$ cat config.mk
export PLATFORM = sky130hd
export DESIGN_NAME = epc_top
export DESIGN_NICKNAME = d
export VERILOG_FILES = /design/src/hw/epc_pkg.sv /design/src/hw/epc_sync.sv /design/src/hw/epc_wake.sv /design/src/hw/epc_top.sv
export SDC_FILE = /design/constraint.sdc
export NUM_CORES = 1
export LEC_CHECK = 0
export ABC_AREA = 1
export ABC_CLOCK_PERIOD_IN_PS = 2500
export BUFFER_PORTS_ARGS = -buffer_cell sky130_fd_sc_hd__buf_2
export CORE_ASPECT_RATIO = 1.1
export CORE_UTILIZATION = 35
export CTS_CLUSTER_DIAMETER = 120
export CTS_CLUSTER_SIZE = 10
export DETAILED_ROUTE_END_ITERATION = 16
export PLACE_DENSITY_LB_ADDON = 0.1
export SLEW_MARGIN = 20
export SYNTH_ARGS = -nofsm -noshare
export SYNTH_HDL_FRONTEND = slang
export SYNTH_SLANG_ARGS = --single-unit
$ cat constraint.sdc
create_clock -name aclk -period 2.5 [get_ports aclk]
set_clock_uncertainty 0.2 [all_clocks]
set_input_delay 0.25 -clock aclk [delete_from_list [all_inputs] [get_ports aclk]]
set_output_delay 0.25 -clock aclk [all_outputs]
set_load 0.1 [all_outputs]
$ cat src/hw/epc_pkg.sv
// Purpose: Constants for the configuration map loader and wake pin logic
// Assumes: Byte-wide configuration image, 40 MHz system clock
// Notes:   Register offsets are byte addresses on the AXI4-Lite slave
package epc_pkg;
   localparam int unsigned CLK_HZ          = 40000000;
   // Map byte addresses
   localparam logic [7:0] MAP_PME_FLAGS    = 8'h09;
   localparam logic [7:0] MAP_IF_STR_OFS   = 8'h2e;
   localparam logic [7:0] MAP_BOS_LEN      = 8'h2f;
   localparam logic [7:0] MAP_BOS_OFS      = 8'h30;
   localparam logic [7:0] MAP_HS_DEV_LEN   = 8'h35;
   localparam logic [7:0] MAP_FS_CFG_OFS   = 8'h3c;
   localparam logic [7:0] MAP_WFF_LEN      = 8'h3d;
   localparam logic [7:0] MAP_WFF_OFS      = 8'h3e;
   localparam logic [7:0] MAP_SW_LEN       = 8'h46;
   localparam logic [7:0] MAP_SW_OFS       = 8'h47;
   localparam logic [7:0] WFF_CFG_BYTES    = 8'h04;
   localparam logic [7:0] WFF_MASK_BYTES   = 8'h10;
   // Flag byte fields
   localparam int unsigned FLG_EN          = 7;
   localparam int unsigned FLG_PULSE       = 6;
   localparam int unsigned FLG_LONG        = 5;
   localparam int unsigned FLG_POL         = 4;
   localparam int unsigned FLG_PP          = 3;
   localparam int unsigned FLG_LINK        = 2;
   localparam int unsigned FLG_PKT         = 1;
   localparam int unsigned FLG_DA          = 0;
   // Pulse lengths in microseconds
   localparam int unsigned PULSE_SHORT_US  = 1500;
   localparam int unsigned PULSE_LONG_US   = 150000;
   localparam int unsigned PULSE_SHORT_CYC = PULSE_SHORT_US * (CLK_HZ / 1000000);
   localparam int unsigned PULSE_LONG_CYC  = PULSE_LONG_US * (CLK_HZ / 1000000);
   // AXI4-Lite register byte addresses
   localparam logic [7:0] REG_CTRL         = 8'h00;
   localparam logic [7:0] REG_STATUS       = 8'h04;
   localparam logic [7:0] REG_FLAGS        = 8'h08;
   localparam logic [7:0] REG_BOS          = 8'h0c;
   localparam logic [7:0] REG_DESC_HS      = 8'h10;
   localparam logic [7:0] REG_DESC_FS      = 8'h14;
   localparam logic [7:0] REG_WFF_CFG      = 8'h18;
   localparam logic [7:0] REG_WFF_MASK0    = 8'h1c;
   localparam logic [7:0] REG_SW           = 8'h2c;
   localparam logic [7:0] REG_IF_STR       = 8'h30;
   localparam logic [1:0] RESP_OKAY        = 2'b00;
   localparam logic [1:0] RESP_SLVERR      = 2'b10;
endpackage

$ cat src/hw/epc_sync.sv
// Purpose: Two-stage synchroniser for a bus of asynchronous levels
// Assumes: Inputs are levels from outside the clock domain
// Notes:   First stage feeds only the second stage
`timescale 1ns/100ps
module epc_sync #(
   parameter int unsigned W = 1
) (
   input  wire logic         aclk,
   input  wire logic         aresetn,
   input  wire logic [W-1:0] din,
   output logic      [W-1:0] dout
);
   logic [W-1:0] meta_q;

   always_ff @(posedge aclk) begin
      if (!aresetn) begin
         meta_q <= '0;
         dout   <= '0;
      end else begin
         meta_q <= din;
         dout   <= meta_q;
      end
   end
endmodule

$ cat src/hw/epc_wake.sv
// Purpose: Wake request pin driver, level or fixed-length pulse
// Assumes: Flag byte valid once flags_valid is high
// Notes:   Pulse counts cycles from the first event only
`timescale 1ns/100ps
module epc_wake #(
   parameter int unsigned SHORT_CYC = epc_pkg::PULSE_SHORT_CYC,
   parameter int unsigned LONG_CYC  = epc_pkg::PULSE_LONG_CYC
) (
   input  wire logic       aclk,
   input  wire logic       aresetn,
   input  wire logic       flags_valid,
   input  wire logic [7:0] flags,
   input  wire logic       wake_event,
   input  wire logic       level_clear,
   output logic            wake_o,
   output logic            wake_oe_n,
   output logic            active
);
   logic [22:0] cnt_q;
   logic        act_q;
   logic        en;

   assign en     = flags_valid & flags[epc_pkg::FLG_EN];
   assign active = act_q;

   always_ff @(posedge aclk) begin
      if (!aresetn) begin
         act_q <= 1'b0;
         cnt_q <= '0;
      end else if (!en) begin
         act_q <= 1'b0;
         cnt_q <= '0;
      end else if (flags[epc_pkg::FLG_PULSE]) begin
         if (!act_q && wake_event) begin
            act_q <= 1'b1;
            cnt_q <= flags[epc_pkg::FLG_LONG] ? 23'(LONG_CYC - 1) : 23'(SHORT_CYC - 1);
         end else if (act_q) begin
            if (cnt_q == '0) begin
               act_q <= 1'b0;
            end else begin
               cnt_q <= cnt_q - 23'h1;
            end
         end
      end else begin
         if (wake_event) begin
            act_q <= 1'b1;
         end else if (level_clear) begin
            act_q <= 1'b0;
         end
      end
   end

   // Pin drive from flip-flops; inactive until flags are loaded
   always_ff @(posedge aclk) begin
      if (!aresetn) begin
         wake_o    <= 1'b0;
         wake_oe_n <= 1'b1;
      end else if (!en) begin
         wake_o    <= 1'b0;
         wake_oe_n <= 1'b1;
      end else if (flags[epc_pkg::FLG_PP]) begin
         wake_o    <= act_q ~^ flags[epc_pkg::FLG_POL];
         wake_oe_n <= 1'b0;
      end else begin
         wake_o    <= 1'b0;
         wake_oe_n <= ~(act_q & ~flags[epc_pkg::FLG_POL]);
      end
   end
endmodule

$ cat src/hw/epc_top.sv
// What this block does
// - Enabled flag asserts wake pin on events
// - Enable bit zero ignores other wake flags
// - Bit 6 picks level or pulse signalling
// - Bit 5 picks 1.5 ms or 150 ms
// - Pulse timed from first event, never extended
// - Bit 4 sets active polarity; with open drain, active high leaves the pin undriven
// - Bit 3 picks open drain or push-pull
// - Bit 2 enables link change wake source
// - Bit 1 enables packet wake source
// - Bit 0 enables exact destination wake source
// - Interface string offset read from 2Eh
// - BOS length 2Fh, offset 30h, then fetched
// - Descriptor pairs read from 35h-3Ch
// - Filter 0: four config, sixteen mask bytes
// - SW descriptor length 46h, offset 47h
//
// Purpose: Configuration image loader with wake request pin control
// Assumes: Image memory answers a byte read one cycle after the request
// Notes:   Registers reached over AXI4-Lite; events arrive asynchronously
`timescale 1ns/100ps
module epc_top #(
   parameter int unsigned SHORT_CYC = epc_pkg::PULSE_SHORT_CYC,
   parameter int unsigned LONG_CYC  = epc_pkg::PULSE_LONG_CYC
) (
   input  wire logic        aclk,
   input  wire logic        aresetn,
   input  wire logic [7:0]  s_axi_awaddr,
   input  wire logic        s_axi_awvalid,
   output logic             s_axi_awready,
   input  wire logic [31:0] s_axi_wdata,
   input  wire logic [3:0]  s_axi_wstrb,
   input  wire logic        s_axi_wvalid,
   output logic             s_axi_wready,
   output logic [1:0]       s_axi_bresp,
   output logic             s_axi_bvalid,
   input  wire logic        s_axi_bready,
   input  wire logic [7:0]  s_axi_araddr,
   input  wire logic        s_axi_arvalid,
   output logic             s_axi_arready,
   output logic [31:0]      s_axi_rdata,
   output logic [1:0]       s_axi_rresp,
   output logic             s_axi_rvalid,
   input  wire logic        s_axi_rready,
   output logic             img_rd,
   output logic [8:0]       img_addr,
   input  wire logic [7:0]  img_data,
   input  wire logic        gpio_wake_evt,
   input  wire logic        packet_evt,
   input  wire logic        wake_frame_filter_match,
   input  wire logic        exact_destination_match,
   input  wire logic        link_change_evt,
   output logic             wake_request_pin_o,
   output logic             wake_request_pin_oe_n,
   output logic             load_done
);
   typedef enum logic [5:0] {
      EPC_IDLE = 6'b000001,
      EPC_HDR  = 6'b000010,
      EPC_WFF  = 6'b000100,
      EPC_BOS  = 6'b001000,
      EPC_DONE = 6'b010000,
      EPC_WAIT = 6'b100000
   } epc_state_t;

   epc_state_t  st_q;
   logic [7:0]  hdr_idx_q;
   logic [7:0]  blk_idx_q;
   logic        rd_pend_q;
   logic [7:0]  pend_addr_q;
   logic        in_wff_q;
   logic        in_bos_q;
   logic [7:0]  flags_q;
   logic        flags_valid_q;
   logic [7:0]  if_str_ofs_q;
   logic [7:0]  bos_len_q;
   logic [7:0]  bos_ofs_q;
   logic [7:0]  bos_sum_q;
   logic [7:0]  desc_q [0:7];
   logic [7:0]  wff_len_q;
   logic [7:0]  wff_ofs_q;
   logic [7:0]  wff_q [0:19];
   logic [7:0]  sw_len_q;
   logic [7:0]  sw_ofs_q;
   logic        reload_q;
   logic        level_clr_q;
   logic [4:0]  evt_raw;
   logic [4:0]  evt_s;
   logic [4:0]  evt_prev_q;
   logic        wake_evt;
   logic        wake_act;
   logic        aw_hold_q;
   logic        w_hold_q;
   logic [7:0]  aw_addr_q;
   logic [31:0] w_data_q;
   logic [3:0]  w_strb_q;

   function automatic logic [8:0] word_addr(input logic [7:0] ofs, input logic [7:0] idx);
      word_addr = 9'({ofs, 1'b0}) + 9'(idx);
   endfunction

   function automatic logic [31:0] pack4(input logic [7:0] b0, input logic [7:0] b1,
                                         input logic [7:0] b2, input logic [7:0] b3);
      pack4 = {b3, b2, b1, b0};
   endfunction

   // Image read sequencer
   always_ff @(posedge aclk) begin
      if (!aresetn) begin
         st_q      <= EPC_IDLE;
         hdr_idx_q <= '0;
         blk_idx_q <= '0;
         img_rd    <= 1'b0;
         img_addr  <= '0;
         rd_pend_q <= 1'b0;
         in_wff_q  <= 1'b0;
         in_bos_q  <= 1'b0;
         pend_addr_q <= '0;
         load_done <= 1'b0;
      end else begin
         img_rd    <= 1'b0;
         rd_pend_q <= img_rd;
         case (st_q)
            EPC_IDLE: begin
               load_done <= 1'b0;
               hdr_idx_q <= epc_pkg::MAP_PME_FLAGS;
               st_q      <= EPC_HDR;
            end
            EPC_HDR: begin
               if (!img_rd && !rd_pend_q) begin
                  if (hdr_idx_q > epc_pkg::MAP_SW_OFS) begin
                     blk_idx_q <= '0;
                     st_q      <= EPC_WFF;
                  end else begin
                     img_rd      <= 1'b1;
                     img_addr    <= {1'b0, hdr_idx_q};
                     pend_addr_q <= hdr_idx_q;
                     hdr_idx_q   <= (hdr_idx_q == epc_pkg::MAP_PME_FLAGS) ?
                                    epc_pkg::MAP_IF_STR_OFS : hdr_idx_q + 8'h01;
                  end
               end
            end
            EPC_WFF: begin
               if (!img_rd && !rd_pend_q) begin
                  if (wff_len_q == '0 || blk_idx_q ==
                      epc_pkg::WFF_CFG_BYTES + epc_pkg::WFF_MASK_BYTES) begin
                     in_wff_q  <= 1'b0;
                     blk_idx_q <= '0;
                     st_q      <= EPC_BOS;
                  end else begin
                     in_wff_q  <= 1'b1;
                     img_rd    <= 1'b1;
                     img_addr  <= word_addr(wff_ofs_q, blk_idx_q);
                     pend_addr_q <= blk_idx_q;
                     blk_idx_q <= blk_idx_q + 8'h01;
                  end
               end
            end
            EPC_BOS: begin
               if (!img_rd && !rd_pend_q) begin
                  if (blk_idx_q == bos_len_q) begin
                     in_bos_q <= 1'b0;
                     st_q     <= EPC_DONE;
                  end else begin
                     in_bos_q  <= 1'b1;
                     img_rd    <= 1'b1;
                     img_addr  <= word_addr(bos_ofs_q, blk_idx_q);
                     blk_idx_q <= blk_idx_q + 8'h01;
                  end
               end
            end
            EPC_DONE: begin
               load_done <= 1'b1;
               st_q      <= EPC_WAIT;
            end
            EPC_WAIT: begin
               if (reload_q) begin
                  st_q <= EPC_IDLE;
               end
            end
            default: st_q <= EPC_IDLE;
         endcase
      end
   end

   // Capture of returned image bytes
   always_ff @(posedge aclk) begin
      if (!aresetn) begin
         flags_q       <= '0;
         flags_valid_q <= 1'b0;
         if_str_ofs_q  <= '0;
         bos_len_q     <= '0;
         bos_ofs_q     <= '0;
         bos_sum_q     <= '0;
         wff_len_q     <= '0;
         wff_ofs_q     <= '0;
         sw_len_q      <= '0;
         sw_ofs_q      <= '0;
         for (int i = 0; i < 8; i++) desc_q[i] <= '0;
         for (int i = 0; i < 20; i++) wff_q[i] <= '0;
      end else begin
         if (st_q == EPC_IDLE) begin
            flags_valid_q <= 1'b0;
            bos_sum_q     <= '0;
         end
         if (rd_pend_q && st_q == EPC_HDR) begin
            case (pend_addr_q)
               epc_pkg::MAP_PME_FLAGS: begin
                  flags_q       <= img_data;
                  flags_valid_q <= 1'b1;
               end
               epc_pkg::MAP_IF_STR_OFS: if_str_ofs_q <= img_data;
               epc_pkg::MAP_BOS_LEN:    bos_len_q    <= img_data;
               epc_pkg::MAP_BOS_OFS:    bos_ofs_q    <= img_data;
               epc_pkg::MAP_WFF_LEN:    wff_len_q    <= img_data;
               epc_pkg::MAP_WFF_OFS:    wff_ofs_q    <= img_data;
               epc_pkg::MAP_SW_LEN:     sw_len_q     <= img_data;
               epc_pkg::MAP_SW_OFS:     sw_ofs_q     <= img_data;
               default: begin
                  if (pend_addr_q >= epc_pkg::MAP_HS_DEV_LEN &&
                      pend_addr_q <= epc_pkg::MAP_FS_CFG_OFS) begin
                     desc_q[3'(pend_addr_q - epc_pkg::MAP_HS_DEV_LEN)] <= img_data;
                  end
               end
            endcase
         end
         if (rd_pend_q && in_wff_q && pend_addr_q < 8'h14) begin
            wff_q[5'(pend_addr_q)] <= img_data;
         end
         if (rd_pend_q && in_bos_q) begin
            bos_sum_q <= bos_sum_q + img_data;
         end
      end
   end

   // Wake sources
   assign evt_raw = {link_change_evt, exact_destination_match, wake_frame_filter_match,
                     packet_evt, gpio_wake_evt};

   epc_sync #(.W(5)) u_sync (
      .aclk    (aclk),
      .aresetn (aresetn),
      .din     (evt_raw),
      .dout    (evt_s)
   );

   always_ff @(posedge aclk) begin
      if (!aresetn) begin
         evt_prev_q <= '0;
      end else begin
         evt_prev_q <= evt_s;
      end
   end

   assign wake_evt = flags_q[epc_pkg::FLG_EN] & (
                     (evt_s[0] & ~evt_prev_q[0]) |
                     (evt_s[1] & ~evt_prev_q[1] & flags_q[epc_pkg::FLG_PKT]) |
                     (evt_s[2] & ~evt_prev_q[2]) |
                     (evt_s[3] & ~evt_prev_q[3] & flags_q[epc_pkg::FLG_DA]) |
                     (evt_s[4] & ~evt_prev_q[4] & flags_q[epc_pkg::FLG_LINK]));

   epc_wake #(.SHORT_CYC(SHORT_CYC), .LONG_CYC(LONG_CYC)) u_wake (
      .aclk        (aclk),
      .aresetn     (aresetn),
      .flags_valid (flags_valid_q),
      .flags       (flags_q),
      .wake_event  (wake_evt),
      .level_clear (level_clr_q),
      .wake_o      (wake_request_pin_o),
      .wake_oe_n   (wake_request_pin_oe_n),
      .active      (wake_act)
   );

   // AXI4-Lite write channel
   always_ff @(posedge aclk) begin
      if (!aresetn) begin
         aw_hold_q     <= 1'b0;
         w_hold_q      <= 1'b0;
         aw_addr_q     <= '0;
         w_data_q      <= '0;
         w_strb_q      <= '0;
         s_axi_awready <= 1'b0;
         s_axi_wready  <= 1'b0;
         s_axi_bvalid  <= 1'b0;
         s_axi_bresp   <= epc_pkg::RESP_OKAY;
         reload_q      <= 1'b0;
         level_clr_q   <= 1'b0;
      end else begin
         s_axi_awready <= 1'b0;
         s_axi_wready  <= 1'b0;
         reload_q      <= 1'b0;
         level_clr_q   <= 1'b0;
         if (s_axi_awvalid && !aw_hold_q && !s_axi_awready && !s_axi_bvalid) begin
            s_axi_awready <= 1'b1;
            aw_hold_q     <= 1'b1;
            aw_addr_q     <= s_axi_awaddr;
         end
         if (s_axi_wvalid && !w_hold_q && !s_axi_wready && !s_axi_bvalid) begin
            s_axi_wready <= 1'b1;
            w_hold_q     <= 1'b1;
            w_data_q     <= s_axi_wdata;
            w_strb_q     <= s_axi_wstrb;
         end
         if (aw_hold_q && w_hold_q && !s_axi_bvalid) begin
            aw_hold_q    <= 1'b0;
            w_hold_q     <= 1'b0;
            s_axi_bvalid <= 1'b1;
            s_axi_bresp  <= epc_pkg::RESP_OKAY;
            if (aw_addr_q == epc_pkg::REG_CTRL) begin
               if (w_strb_q[0]) begin
                  reload_q    <= w_data_q[0];
                  level_clr_q <= w_data_q[1];
               end
            end else begin
               s_axi_bresp <= epc_pkg::RESP_SLVERR;
            end
         end else if (s_axi_bvalid && s_axi_bready) begin
            s_axi_bvalid <= 1'b0;
         end
      end
   end

   // AXI4-Lite read channel
   always_ff @(posedge aclk) begin
      if (!aresetn) begin
         s_axi_arready <= 1'b0;
         s_axi_rvalid  <= 1'b0;
         s_axi_rdata   <= '0;
         s_axi_rresp   <= epc_pkg::RESP_OKAY;
      end else begin
         s_axi_arready <= 1'b0;
         s_axi_rvalid  <= s_axi_rvalid ? !s_axi_rready : s_axi_arready;
         if (s_axi_arvalid && !s_axi_arready && !s_axi_rvalid) begin
            s_axi_arready <= 1'b1;
            s_axi_rresp   <= epc_pkg::RESP_OKAY;
            case (s_axi_araddr)
               epc_pkg::REG_CTRL:    s_axi_rdata <= '0;
               epc_pkg::REG_STATUS:  s_axi_rdata <= {29'h0, wake_act, flags_valid_q,
                                                     load_done};
               epc_pkg::REG_FLAGS:   s_axi_rdata <= {24'h0, flags_q};
               epc_pkg::REG_BOS:     s_axi_rdata <= {8'h0, bos_sum_q, bos_ofs_q, bos_len_q};
               epc_pkg::REG_DESC_HS: s_axi_rdata <= pack4(desc_q[0], desc_q[1],
                                                          desc_q[2], desc_q[3]);
               epc_pkg::REG_DESC_FS: s_axi_rdata <= pack4(desc_q[4], desc_q[5],
                                                          desc_q[6], desc_q[7]);
               epc_pkg::REG_WFF_CFG: s_axi_rdata <= pack4(wff_q[0], wff_q[1],
                                                          wff_q[2], wff_q[3]);
               8'h1c: s_axi_rdata <= pack4(wff_q[4], wff_q[5], wff_q[6], wff_q[7]);
               8'h20: s_axi_rdata <= pack4(wff_q[8], wff_q[9], wff_q[10], wff_q[11]);
               8'h24: s_axi_rdata <= pack4(wff_q[12], wff_q[13], wff_q[14], wff_q[15]);
               8'h28: s_axi_rdata <= pack4(wff_q[16], wff_q[17], wff_q[18], wff_q[19]);
               epc_pkg::REG_SW:      s_axi_rdata <= {16'h0, sw_ofs_q, sw_len_q};
               epc_pkg::REG_IF_STR:  s_axi_rdata <= {16'h0, wff_len_q, if_str_ofs_q};
               default: begin
                  s_axi_rdata <= '0;
                  s_axi_rresp <= epc_pkg::RESP_SLVERR;
               end
            endcase
         end
      end
   end
endmodule

Yosys cells after proc, flatten, opt, wreduce, memory -nomap -nowiden:

Memory sizes are Yosys's and may differ from the RTL's.
Index checks and enable logic that the tools add are counted.

* logic and storage cells: 264
* output and inout port bits: 54
* register bits: 214
* RAM bits: 224
* memories kept: 2
* input port bits: 72

* reduce and logical (&&, ||, !) cells: 66
* equality and inequality tests: 40
* add/subtract/negate cells: 7
* bitwise gates (word level): 24
* muxes and demuxes: 79
* order comparisons: 4

Memory list
* wff_q: depth 20, width 8, rd ports 20, clocked after memory_dff 0, wr ports 20, RTL line epc_top.sv:82 `logic [7:0] wff_q [0:19];`
* desc_q: depth 8, width 8, rd ports 8, clocked after memory_dff 0, wr ports 8, RTL line epc_top.sv:79 `logic [7:0] desc_q [0:7];`

Operator list (number)
* one-hot mux 32 bit (12 select lines): 1
* two-way mux 8 bit: 17
* two-way mux 23 bit: 4
* equality test 8 x 6 -> 1 bit (second input constant): 10
* two-way mux 9 bit: 6
* two-way mux 6 bit: 7
* equality test 8 x 5 -> 1 bit (second input constant): 5
* one-hot mux 6 bit (6 select lines): 1
* two-way mux 1 bit: 33
* equality test 8 x 4 -> 1 bit (second input constant): 4
* one-hot mux 8 bit (2 select lines): 2
* one-hot mux 9 bit (3 select lines): 1
* logical NOT 8 bit: 3
* one-hot mux 8 bit (3 select lines): 1
* OR reduction 8 bit: 3
* logical NOT 23 bit: 1
* subtractor 23 x 1 -> 23 bit (second input constant): 1
* AND reduction 2 bit: 11
* != test 2 bit (second input constant): 10
* adder 9 x 8 -> 9 bit: 2
* logical AND 1 bit: 18
* adder 8 x 1 -> 8 bit (second input constant): 2
* equality test 8 x 7 -> 1 bit (second input constant): 2
* AND reduction 7 bit: 2
* 34 further kinds: 73

Longest topological paths before layout:

Gate-level depths: netlist of run 1.

* depth in word-level cells: 11
* depth in mapped cells: 19
* gate-level depth less buffers: 17

Modules after synthesis:

From an unflattened synthesis of run 1, not the netlist that was laid out.

* cells, all modules: 2555
* area total of the unflattened synthesis: 20667.3 µm²

Modules (own cells, without submodules)
* epc_top: area an instance 18753.0 µm², instances 1, seq. area each 10249.8 µm², cells each 2258
* epc_wake: area an instance 1627.8 µm², instances 1, seq. area each 520.5 µm², cells each 266
* epc_sync: area an instance 286.5 µm², instances 1, seq. area each 200.2 µm², cells each 31

Worst setup path before layout of run 1:

Ideal clock, no wire load.

* kind: register to register
* start point: register st_q[5]
* end point: register img_addr[3]
* period minus slack after synthesis: 2665 ps
* library setup time: 118 ps
* cell stages (with the launch flop): 13
* slack: -165 ps
* required time: 2182 ps
* path buffers: 2
* arrival: 2347 ps
* cells stage by stage: dfxtp_1 nor2_2 nand3_1 clkbuf_1 clkbuf_1 o21ai_0 ha_1 fa_1 or2_2 nand3_1 o21ai_0 nor2_1 nor2_1

* word-level cells in the longest chain between the ends: 3
* elaborated cells between the ends (all ways): 12
* classes of those cells: eq/ne: 9; mux: 1; reduce/logical: 2

RTL lines
* start, declared: RTL line epc_top.sv:66 `epc_state_t st_q;`
* start signal, assigned: RTL line epc_top.sv:110 `st_q <= EPC_IDLE;`
* start signal, assigned: RTL line epc_top.sv:127 `st_q <= EPC_HDR;`
* start signal, assigned: RTL line epc_top.sv:133 `st_q <= EPC_WFF;`
* equality test 6 x 4 -> 1 bit, or another cell as far along: RTL line epc_top.sv:123 `case (st_q)`
* != test 2 bit (no line) / nonzero test 3 bit (equally long branches)
* AND reduction 7 bit (no line)
* end signal, assigned: RTL line epc_top.sv:136 `img_addr <= {1'b0, hdr_idx_q};`
* end signal, assigned: RTL line epc_top.sv:153 `img_addr <= word_addr(wff_ofs_q, blk_idx_q);`
* end signal, assigned: RTL line epc_top.sv:167 `img_addr <= word_addr(bos_ofs_q, blk_idx_q);`
* end, declared: RTL line epc_top.sv:46 `output logic [8:0] img_addr,`

Several ways; a longest one is shown, not always the timed one.
A chain may end at the register's enable or synchronous reset.

Final worst setup path of run 1:

Ends and elaborated chain as after synthesis.

==> impl_results.md, run 1 <==
* Global-route wire length before repair at 98200 um
* Tmin final at 2.38 ns
* Max-Cap Viols at 0
* Slew Limit Fails at 0
* Area Growth Syn to Fin at 19.6%
* Vias per cell at 4.92
* Post-Synth Adder-Cell Area at 1.86%
* Run status: completed
* Top Ports at 126
* Core Area at 57300 um^2
* Initial antenna violation count at 0
* Worst path required time at 2.78 ns
* Routed WL per cell at 18.0 um
* Number of global-route vias before repair at 17200
* Synth Flop Type: edfxtp_1
* Die area at 59100 um^2
* Synth Area in Compound Gates at 8.03%
* Commonest non-fill, non-tap cell in the layout: nand2_1
* Total power at 16.1 mW
* Hold Crit Class: in -> reg
* Die Y at 255 um
* Clock Path Buffers at 3
* Seq cells post-synth at 436
* Post-Route Setup TNS at 0 ns
* Seq/Total Area, Yosys at 53.9%
* CTS Buf Count at 49
* Slew @ Worst Pin at 0.679 ns
* Post-Place Worst Slack at -0.0567 ns
* Cell Rows at 92
* Setup ws final at 0.119 ns
* # setup viols final at 0
* Worst hold start: img_data[2]
* Max Clock Freq at 0.420 GHz
* Routed Wire Length at 63600 um
* Capturing point of the worst reg2reg path: img_addr[3]
* Share of layout cells above drive strength 1 at 11.5%
* Syn Area/Cell at 7.94 um^2
* Most frequent cells in the layout: nand2_1 (688), nor2_1 (499), edfxtp_1 (224), dfxtp_1 (210), nand3_1 (188)
* Internal reg-to-reg setup slack at 0.12 ns
* CTS root buffer: clkbuf_16
* Number of flops mapped to enable cells by yosys at 224
* Clk Latency, worst-skew pair at 0.59 ns
* Worst flop-to-flop path startpoint: st_q[5]
* Final instance area at 24300 um^2
* Worst reg2reg path depth at 12
* Dpl cells at 3419
* Initial DRC count at 1152
* Cells after Synth at 2563
* Tcrit/Tclk final at 95.2%
* Synth cell types at 40
* Critical Path Fanout Max at 16
* Drc violations at 0
* Leakage power at 10.7 nW
* CP startpoint: st_q[5]
* Post-DP HPWL at 42000 um
* Hold path endpoint: bos_ofs_q[2]
* Mapped Area at 20300 um^2
* Via count at 17400
* Asr flop ratio synth at 0%
* VDD IR-drop max at 0.000475 V
* Final nets at 2858
* Clock slew at reported path FFs at 0.06 ns
* Yosys warns at 0
* Largest net degree at the start of global routing at 68
* Rel. slew slack at 54.7%
* H-tree Lvls at 2
* Synth Area in Simple Gates at 29.5%
* Starting Density at 35.5%
* Sink Count at 436
* Post-DRT Antenna Nets at 0
* WHS Path Cells at 4
* Final instance count without filler cells at 3538
* PwrDens at 662 nW/um^2
* Multiplexer share of the synthesized area at 0%
* Critical path endpoint category: flop
* Congestion Overflow GR at 0
* GP Congestion at 0.879
* Post-Synth XOR/XNOR Area at 0.904%
* Die Span X at 232 um
* Placed Area at 22500 um^2
* Kind of critical path: reg -> reg
* Startpoint types: flop
* Largest family of logic cells by synthesized area: simple AND/OR/NAND/NOR gates
* CTS tree: done
* Total GRT Usage at 21.7%
* Drt first pass iters at 5
* Crit path DAT at 2.66 ns
* Number of port buffers at 90
* Final hold vios at 0
==> worst max-delay path: stages, from the launching register on <==
cell	delay, ns
dfxtp_1	0.33
nor2_2	0.14
nand3_2	0.12
buf_12	0.16
nand2_1	0.07
o21ai_2	0.06
ha_2	0.20
fa_2	0.37
or2_2	0.30
nand3_1	0.08
o21ai_0	0.08
nor2_1	0.11
nor2_1	0.06
==> worst max-delay path by stage <==
stage                             end
after global placement    img_addr[8]
after detailed placement  img_addr[3]
after CTS                 img_addr[3]
after floorplan           img_addr[3]
after global routing      img_addr[8]
final                     img_addr[3]
==> power breakdown <==
part,switching (mW),internal (mW),leakage (nW)
clock,2.89,3.67,0.657
sequential,0.120,7.74,4.03
combinational,1.22,0.471,6.03
total,4.23,11.9,10.7
==> final cells by class <==
cell class	count	area (um^2)
multi-input combinational	1831	8280
timing repair buffer	254	2080
antenna	1	2.50
sequential	436	11000
clock buffer	77	1350
fill	5857	33000
tap	752	941
clock inverter	2	17.5
inverter	185	696
==> logic make-up after synthesis <==
logic type	after synthesis
compound gates	311
xor+xnor	21
fa+ha+maj	29
buf+inv	297
flops	436
other cells	1
simple gates	1468
==> per-stage QoR <==
step                util, %  hold WS, ns
floorplan                 -        0.148
global placement       39.3        0.203
detailed placement     39.3        0.204
CTS                    42.3       0.0106
global route           42.4       0.0326
finish                 42.5       0.0440
==> cell usage after synthesis, types with 2 or more instances <==
master / number / area share [%]
nand2_1: 692 / 13
nor2_1: 507 / 9.4
edfxtp_1: 224 / 33
dfxtp_1: 212 / 21
nand3_1: 189 / 4.7
inv_1: 172 / 3.2
a21oi_1: 148 / 3.6
o21ai_0: 129 / 3.2
clkbuf_1: 69 / 1.3
buf_2: 33 / 0.81
ha_1: 27 / 1.7
nor3_1: 21 / 0.52
a211oi_1: 18 / 0.66
xor2_1: 13 / 0.56
nand3b_1: 12 / 0.44
nand4_1: 12 / 0.37
clkinv_1: 10 / 0.18
nand2_4: 9 / 0.50
nor2_2: 8 / 0.25
xnor2_1: 8 / 0.34
buf_1: 7 / 0.13
nor4_1: 4 / 0.12
or2_2: 4 / 0.12
a21o_1: 3 / 0.11
a31oi_1: 3 / 0.092
and3_1: 3 / 0.092
buf_4: 3 / 0.11
inv_2: 3 / 0.055
o21bai_1: 3 / 0.11
a21boi_0: 2 / 0.074
fa_1: 2 / 0.20
nand3_2: 2 / 0.098
nor2_4: 2 / 0.11
nor3b_1: 2 / 0.074
o22ai_1: 2 / 0.061
==> what timing repair did <==
item                       CTS  global route
setup endpoints to repair   21            76
buffers inserted             0             2
resized for setup            5            17
hold buffers                37             0
hold endpoints to repair    38             0
pin swaps                    0             3
==> routing by layer <==
layer | wire, um | vias to the layer above | GRT usage, %
li1 | - | 8717 | -
met1 | 28700 | 8296 | 27.8
met5 | 0 | - | 0
met3 | 2490 | 95 | 2.77
met4 | 1300 | 0 | 5.66
met2 | 31100 | 316 | 38.2
==> flip-flops by register name, summed over array words and instances, names as in the netlist, 9 cells and up <==
register,cells
desc_q,64
u_wake.cnt_q,23
img_addr,9
wff_q,160
s_axi_rdata,32
Note: power is estimated with default switching activity, not from simulation.
==> run 2, diff against run 1 <==
==> constraint.sdc (replaced) <==
create_clock -name aclk -period 2.5 [get_ports aclk]
set_clock_uncertainty 0.2 [all_clocks]
set_input_delay 0.125 -clock aclk [delete_from_list [all_inputs] [get_ports aclk]]
set_output_delay 0.125 -clock aclk [all_outputs]
set_load 0.1 [all_outputs]
==> run 2 against run 1 <==
Compared with the run above: sequential power barely moved; clock power rose by 2%; total power rose by 0.89%; critical path depth did not move; first-iteration DRC count barely moved; global-route usage barely moved; register-to-register slack got worse by 0.02 ns; routed wire length rose by 0.74%.
==> impl_results.md, run 2 (synthesized netlist as in run 1, its figures left out) <==
* Run status: completed
* RSZ-0062 raised after global routing: yes
* Clk Latency, worst-skew pair at 0.59 ns
* Core Area at 57300 um^2
* Critical path endpoint category: flop
* Routed WL per cell at 18.0 um
* H-tree Lvls at 2
* Routed Wire Length at 64100 um
* Worst reg2reg path depth at 12
* Flip-flop count of the largest register after layout at 160
* Final hold vios at 0
* Initial antenna violation count at 1
* # setup viols final at 0
* Final instance area at 24500 um^2
* Crit path DAT at 2.68 ns
* Critical Path Fanout Max at 22
* Clock slew at reported path FFs at 0.06 ns
* Worst path required time at 2.78 ns
* Congestion Overflow GR at 0
* Antenna cells at 0
* WHS Path Cells at 3
* GR Layer Usage met2 at 37.1%
* Startpoint types: flop
* Post-DRT Antenna Nets at 0
* Post-Route Setup TNS at 0 ns
* Number of global-route vias before repair at 17100
* Die area at 59100 um^2
* Clock Path Buffers at 3
* Total power at 16.3 mW
* Post-Place Worst Slack at -0.0821 ns
* M3 GR Usage at 3.59%
* Max Clock Freq at 0.417 GHz
* Hold_ws at 0.0620 ns
* Drt first pass iters at 8
* Starting Density at 35.5%
* Kind of critical path: reg -> reg
* Share of layout cells above drive strength 1 at 11.9%
* Initial DRC count at 1153
* Final nets at 2880
* Vias per cell at 4.95
* Via count at 17600
* Fillers at 5874
* Tcrit/Tclk final at 95.9%
* Most crowded layer after global routing: met2
* Slew @ Worst Pin at 0.708 ns
* Number of port buffers at 90
* Post-DP HPWL at 42200 um
* Final instance count without filler cells at 3559
* GP Congestion at 0.911
* Total GRT Usage at 21.7%
* Die Y at 255 um
* Internal reg-to-reg setup slack at 0.10 ns
* Placed Area at 22400 um^2
* Global-route wire length before repair at 97700 um
* Capturing point of the worst reg2reg path: img_addr[3]
* Largest register by flop count: wff_q
* Area Growth Syn to Fin at 20.5%
* Worst flop-to-flop path startpoint: st_q[0]
* Leakage power at 10.8 nW
* CTS Buf Count at 49
* Tmin final at 2.40 ns
* Setup ws final at 0.101 ns
* Max-Cap Viols at 0
* Slew Limit Fails at 0
* Drc violations at 0
* Die Span X at 232 um
* Most frequent cells in the layout: nand2_1 (684), nor2_1 (498), edfxtp_1 (224), dfxtp_1 (210), nand3_1 (188)
* Commonest non-fill, non-tap cell in the layout: nand2_1
* Largest net degree at the start of global routing at 130
* CTS tree: done
* Sink Count at 436
* Hold Crit Class: in -> reg
* Hold path endpoint: s_axi_rvalid
* Layout Utilization at 42.8%
* PwrDens at 663 nW/um^2
* Biggest regs: wff_q x160, desc_q x64, s_axi_rdata x32
* Cell Rows at 92
* Worst hold start: s_axi_rready
* Top Ports at 126
* Dpl cells at 3421
* Rel. slew slack at 52.8%
* CTS root buffer: clkbuf_16
* GR met1 Demand/Resource at 27.3%
* VDD IR-drop max at 0.000439 V
-- run 2: power breakdown --
group / internal (mW) / switching, mW
clock: 3.77 / 2.90
combinational: 0.484 / 1.24
sequential: 7.74 / 0.120
-- run 2: worst max-delay path by stage --
| stage | from | to | slack, ns | cells after the start |
|---|---|---|---|---|
| 3_5_place_dp | pend_addr_q[0] | desc_q[4][2] | -0.08 | 9 |
| 4_1_cts | pend_addr_q[0] | desc_q[0][2] | 0.02 | 10 |
| 5_1_grt | st_q[4] | img_addr[5] | -0.04 | 13 |
| 3_3_place_gp | pend_addr_q[0] | desc_q[1][7] | -0.01 | 9 |
| 2_1_floorplan | st_q[5] | img_addr[3] | 0.002 | 12 |
| 6_report | st_q[0] | img_addr[3] | 0.10 | 12 |
-- run 2: area by class of cell --
cell class / instances / area (um^2) / area share [%]
Clock buffer: 77 / 1350 / 5.52
Clock inverter: 2 / 46.3 / 0.189
Sequential cell: 436 / 11000 / 44.8
Timing Repair Buffer: 276 / 2190 / 8.94
Multi-Input combinational cell: 1831 / 8310 / 33.9
Tap cell: 752 / 941 / 3.84
Inverter: 185 / 696 / 2.84
-- run 2: critical path, cell delays in order, from the launching register on --
cell and delay, ns:
dfxtp_1 0.32, nor2_2 0.14, nand3_2 0.12, buf_12 0.17
nand2_1 0.05, o21ai_0 0.09, ha_2 0.21, fa_2 0.38
or2_2 0.30, nand3_1 0.07, o21ai_0 0.08, nor2_1 0.10
nor2_1 0.05
-- run 2: per-layer routing --
metal,up-vias,share of wire (%)
li1,8758,-
met1,8318,43
met2,430,48
met3,116,5.2
met4,2,3.4
met5,-,0.020
-- run 2: timing repair --
action | in CTS | in global routing
endpoints found under the setup margin | 65 | 100
setup buffers | 2 | 1
gates cloned | 0 | 1
gates resized for setup | 7 | 24
hold buffers | 55 | 0
endpoints found under the hold margin | 97 | 0
pin swaps | 1 | 6
==> run 3, diff against run 2 <==
==> constraint.sdc (replaced) <==
create_clock -name aclk -period 2.5 [get_ports aclk]
set_clock_uncertainty 0.2 [all_clocks]
set_input_delay 0.625 -clock aclk [delete_from_list [all_inputs] [get_ports aclk]]
set_output_delay 0.625 -clock aclk [all_outputs]
set_load 0.1 [all_outputs]
==> run 3 against run 2 <==
Compared with the run above: sequential share of layout area fell by 0.099 points; cell count fell by 0.59%; clock power fell by 0.9%; global-route usage fell by 0.48 points; first-iteration DRC count fell by 2.9%; sequential cell count did not move; sequential power barely moved; count of clock-buffer cells in the layout rose by 1; routed wire length fell by 2.5%; total power fell by 0.71%; critical path type unchanged; largest cell class unchanged; largest power group unchanged.
==> impl_results.md, run 3 (synthesized netlist as in run 1, its figures left out) <==
* Run status: completed
* Sequential share of power at 48.7%
* Flip-flop count of the largest register after layout at 160
* Clock power share at 41.0%
* Startpoint types: flop
* Fillers at 5767
* Commonest non-fill, non-tap cell in the layout: nand2_1
* Worst path depth at 15
* Initial DRC count at 1120
* Largest net degree at the start of global routing at 93
* CTS root buffer: clkbuf_16
* VDD IR-drop max at 0.000490 V
* Die Span X at 232 um
* Biggest regs: wff_q x160, desc_q x64, s_axi_rdata x32
* Largest register by flop count: wff_q
* PwrDens at 657 nW/um^2
* Cell Rows at 92
* Critical-path cell list: inv_2 > nor2_4 > nand3_4 > buf_12 > o21ai_1 > ha_1 > a21oi_1 > nand2_2 > a21oi_2 > inv_1 > nand2_1 > nand2_2 > nor2_2 > nand2_1 > a21oi_2
* Drt first pass iters at 7
* Area Growth Syn to Fin at 20.8%
* Reg area at 11000 um^2
* CTS Buf Count at 49
* Post-DP HPWL at 42400 um
* Logic pwr share at 10.3%
* GP Congestion at 0.892
* Final instance count without filler cells at 3538
* Top Ports at 126
* Final instance area at 24600 um^2
* Max Clock Freq at 0.416 GHz
* Crit path DAT at 2.73 ns
* Sink Count at 436
* Clock Path Buffers at 3
* Critical Path Slowest Stage Cell: dfxtp_2
* Vias per cell at 4.90
* Max incr delay on CP at 0.33 ns
* Routed WL per cell at 17.7 um
* Setup crit end: img_addr[8]
* Dpl cells at 3448
* Antenna cells at 0
* Leakage power at 10.8 nW
* Switching share of total power at 26.4%
* Max-Cap Viols at 0
* Final hold vios at 0
* Clk Latency, worst-skew pair at 0.61 ns
* RSZ-0062 raised after global routing: yes
* Die area at 59100 um^2
* Starting Density at 35.5%
* Tmin final at 2.40 ns
* Routed Wire Length at 62500 um
* Share of layout cells above drive strength 1 at 13.5%
* Final nets at 2857
* Worst reg2reg path depth at 15
* Clock slew at reported path FFs at 0.06 ns
* Capturing point of the worst reg2reg path: img_addr[8]
* Worst path required time at 2.83 ns
* Setup ws final at 0.0975 ns
* Initial antenna violation count at 0
* NetSw at 4.25 mW
* Core Area at 57300 um^2
* # setup viols final at 0
* Number of global-route vias before repair at 16800
* Total power at 16.1 mW
* H-tree Lvls at 2
* Tcrit/Tclk final at 96.1%
* Rel. slew slack at 62.9%
* Via count at 17300
* Hold Crit Class: in -> reg
* Crit path max-delay family: simple AND/OR/NAND/NOR gates
* Drc violations at 0
* CTS tree: done
* Worst Path Buf+Inv at 3
* Hold_ws at 0.0281 ns
* CP startpoint: st_q[3]
* Post-Route Setup TNS at 0 ns
* Die Y at 255 um
* Critical Path Fanout Max at 8
* Slew Limit Fails at 0
* Global-route wire length before repair at 95700 um
* Internal reg-to-reg setup slack at 0.1 ns
* Total GRT Usage at 21.2%
* Post-Place Worst Slack at -0.212 ns
* Multi-input logic area at 8400 um^2
* Congestion Overflow GR at 0
* Placed Area at 22900 um^2
* Most frequent cells in the layout: nand2_1 (686), nor2_1 (493), edfxtp_1 (224), dfxtp_1 (208), nand3_1 (187)
* Post-DRT Antenna Nets at 0
* Worst flop-to-flop path startpoint: st_q[3]
* Layout Utilization at 42.9%
* Slew @ Worst Pin at 0.554 ns
* Kind of critical path: reg -> reg
* P_int at 11.9 mW
* Critical path endpoint category: flop
* Number of port buffers at 90
run 3: cell count changes in the layout (fill, tap and decap cells not counted), moves of 3 or more:
| cell | previous run | this run |
|---|---|---|
| o21ai_0 | 125 | 119 |
| a21oi_1 | 148 | 145 |
| buf_4 | 116 | 123 |
| buf_12 | 13 | 36 |
| nor2_2 | 14 | 17 |
| nor2_1 | 498 | 493 |
| a21oi_2 | 0 | 3 |
| dlygate4sd3_1 | 55 | 3 |
| o21ai_1 | 3 | 8 |
run 3: layout make-up:
type / instances / share of cell area [%]
clock buffers: 78 / 5.52
repair buffers: 253 / 8.78
flip-flops and latches: 436 / 44.7
clock inverters: 3 / 0.168
multi-input cells: 1831 / 34.2
inverters: 185 / 2.85
well taps: 752 / 3.83
run 3: layer usage:
layer	up-vias	global-route usage [%]	part of all wire, %
met2	337	36.0	47
li1	8724	-	-
met3	97	3.23	4.4
met5	-	0	0
met4	0	7.22	3.0
met1	8177	27.3	45
run 3: worst min-delay path, cell delays in order:
cell and delay [ns]:
buf_2 0.08, nand2_1 0.04, inv_1 0.04
run 3: worst min path at each step:
stage	start	endpoint	slack [ns]	cells past startpoint
2_1_floorplan	u_sync.meta_q[0]	u_sync.dout[0]	0.19	2
3_3_place_gp	u_sync.meta_q[2]	u_sync.dout[2]	0.19	2
3_5_place_dp	u_sync.meta_q[0]	u_sync.dout[0]	0.20	2
4_1_cts	exact_destination_match	u_sync.meta_q[3]	0.003	3
5_1_grt	packet_evt	u_sync.meta_q[1]	0.02	3
6_report	exact_destination_match	u_sync.meta_q[3]	0.03	3
run 3: power groups by stage:
stage	clock network (mW)	logic, mW	registers (mW)
final	6.61	1.66	7.87
after global routing	7.07	1.81	7.89
after CTS	6.80	1.65	7.86
after detailed placement	0	1.63	8.01
after global placement	0	1.62	8.01
after floorplan	0	0.765	8.20
run 3: timing repair:
action | CTS | global route
pin swaps | 0 | 16
gates cloned | 0 | 1
resized for setup | 6 | 50
hold endpoints to repair | 3 | 0
hold buffers | 3 | 0
buffers inserted | 0 | 5
endpoints found under the setup margin | 14 | 146
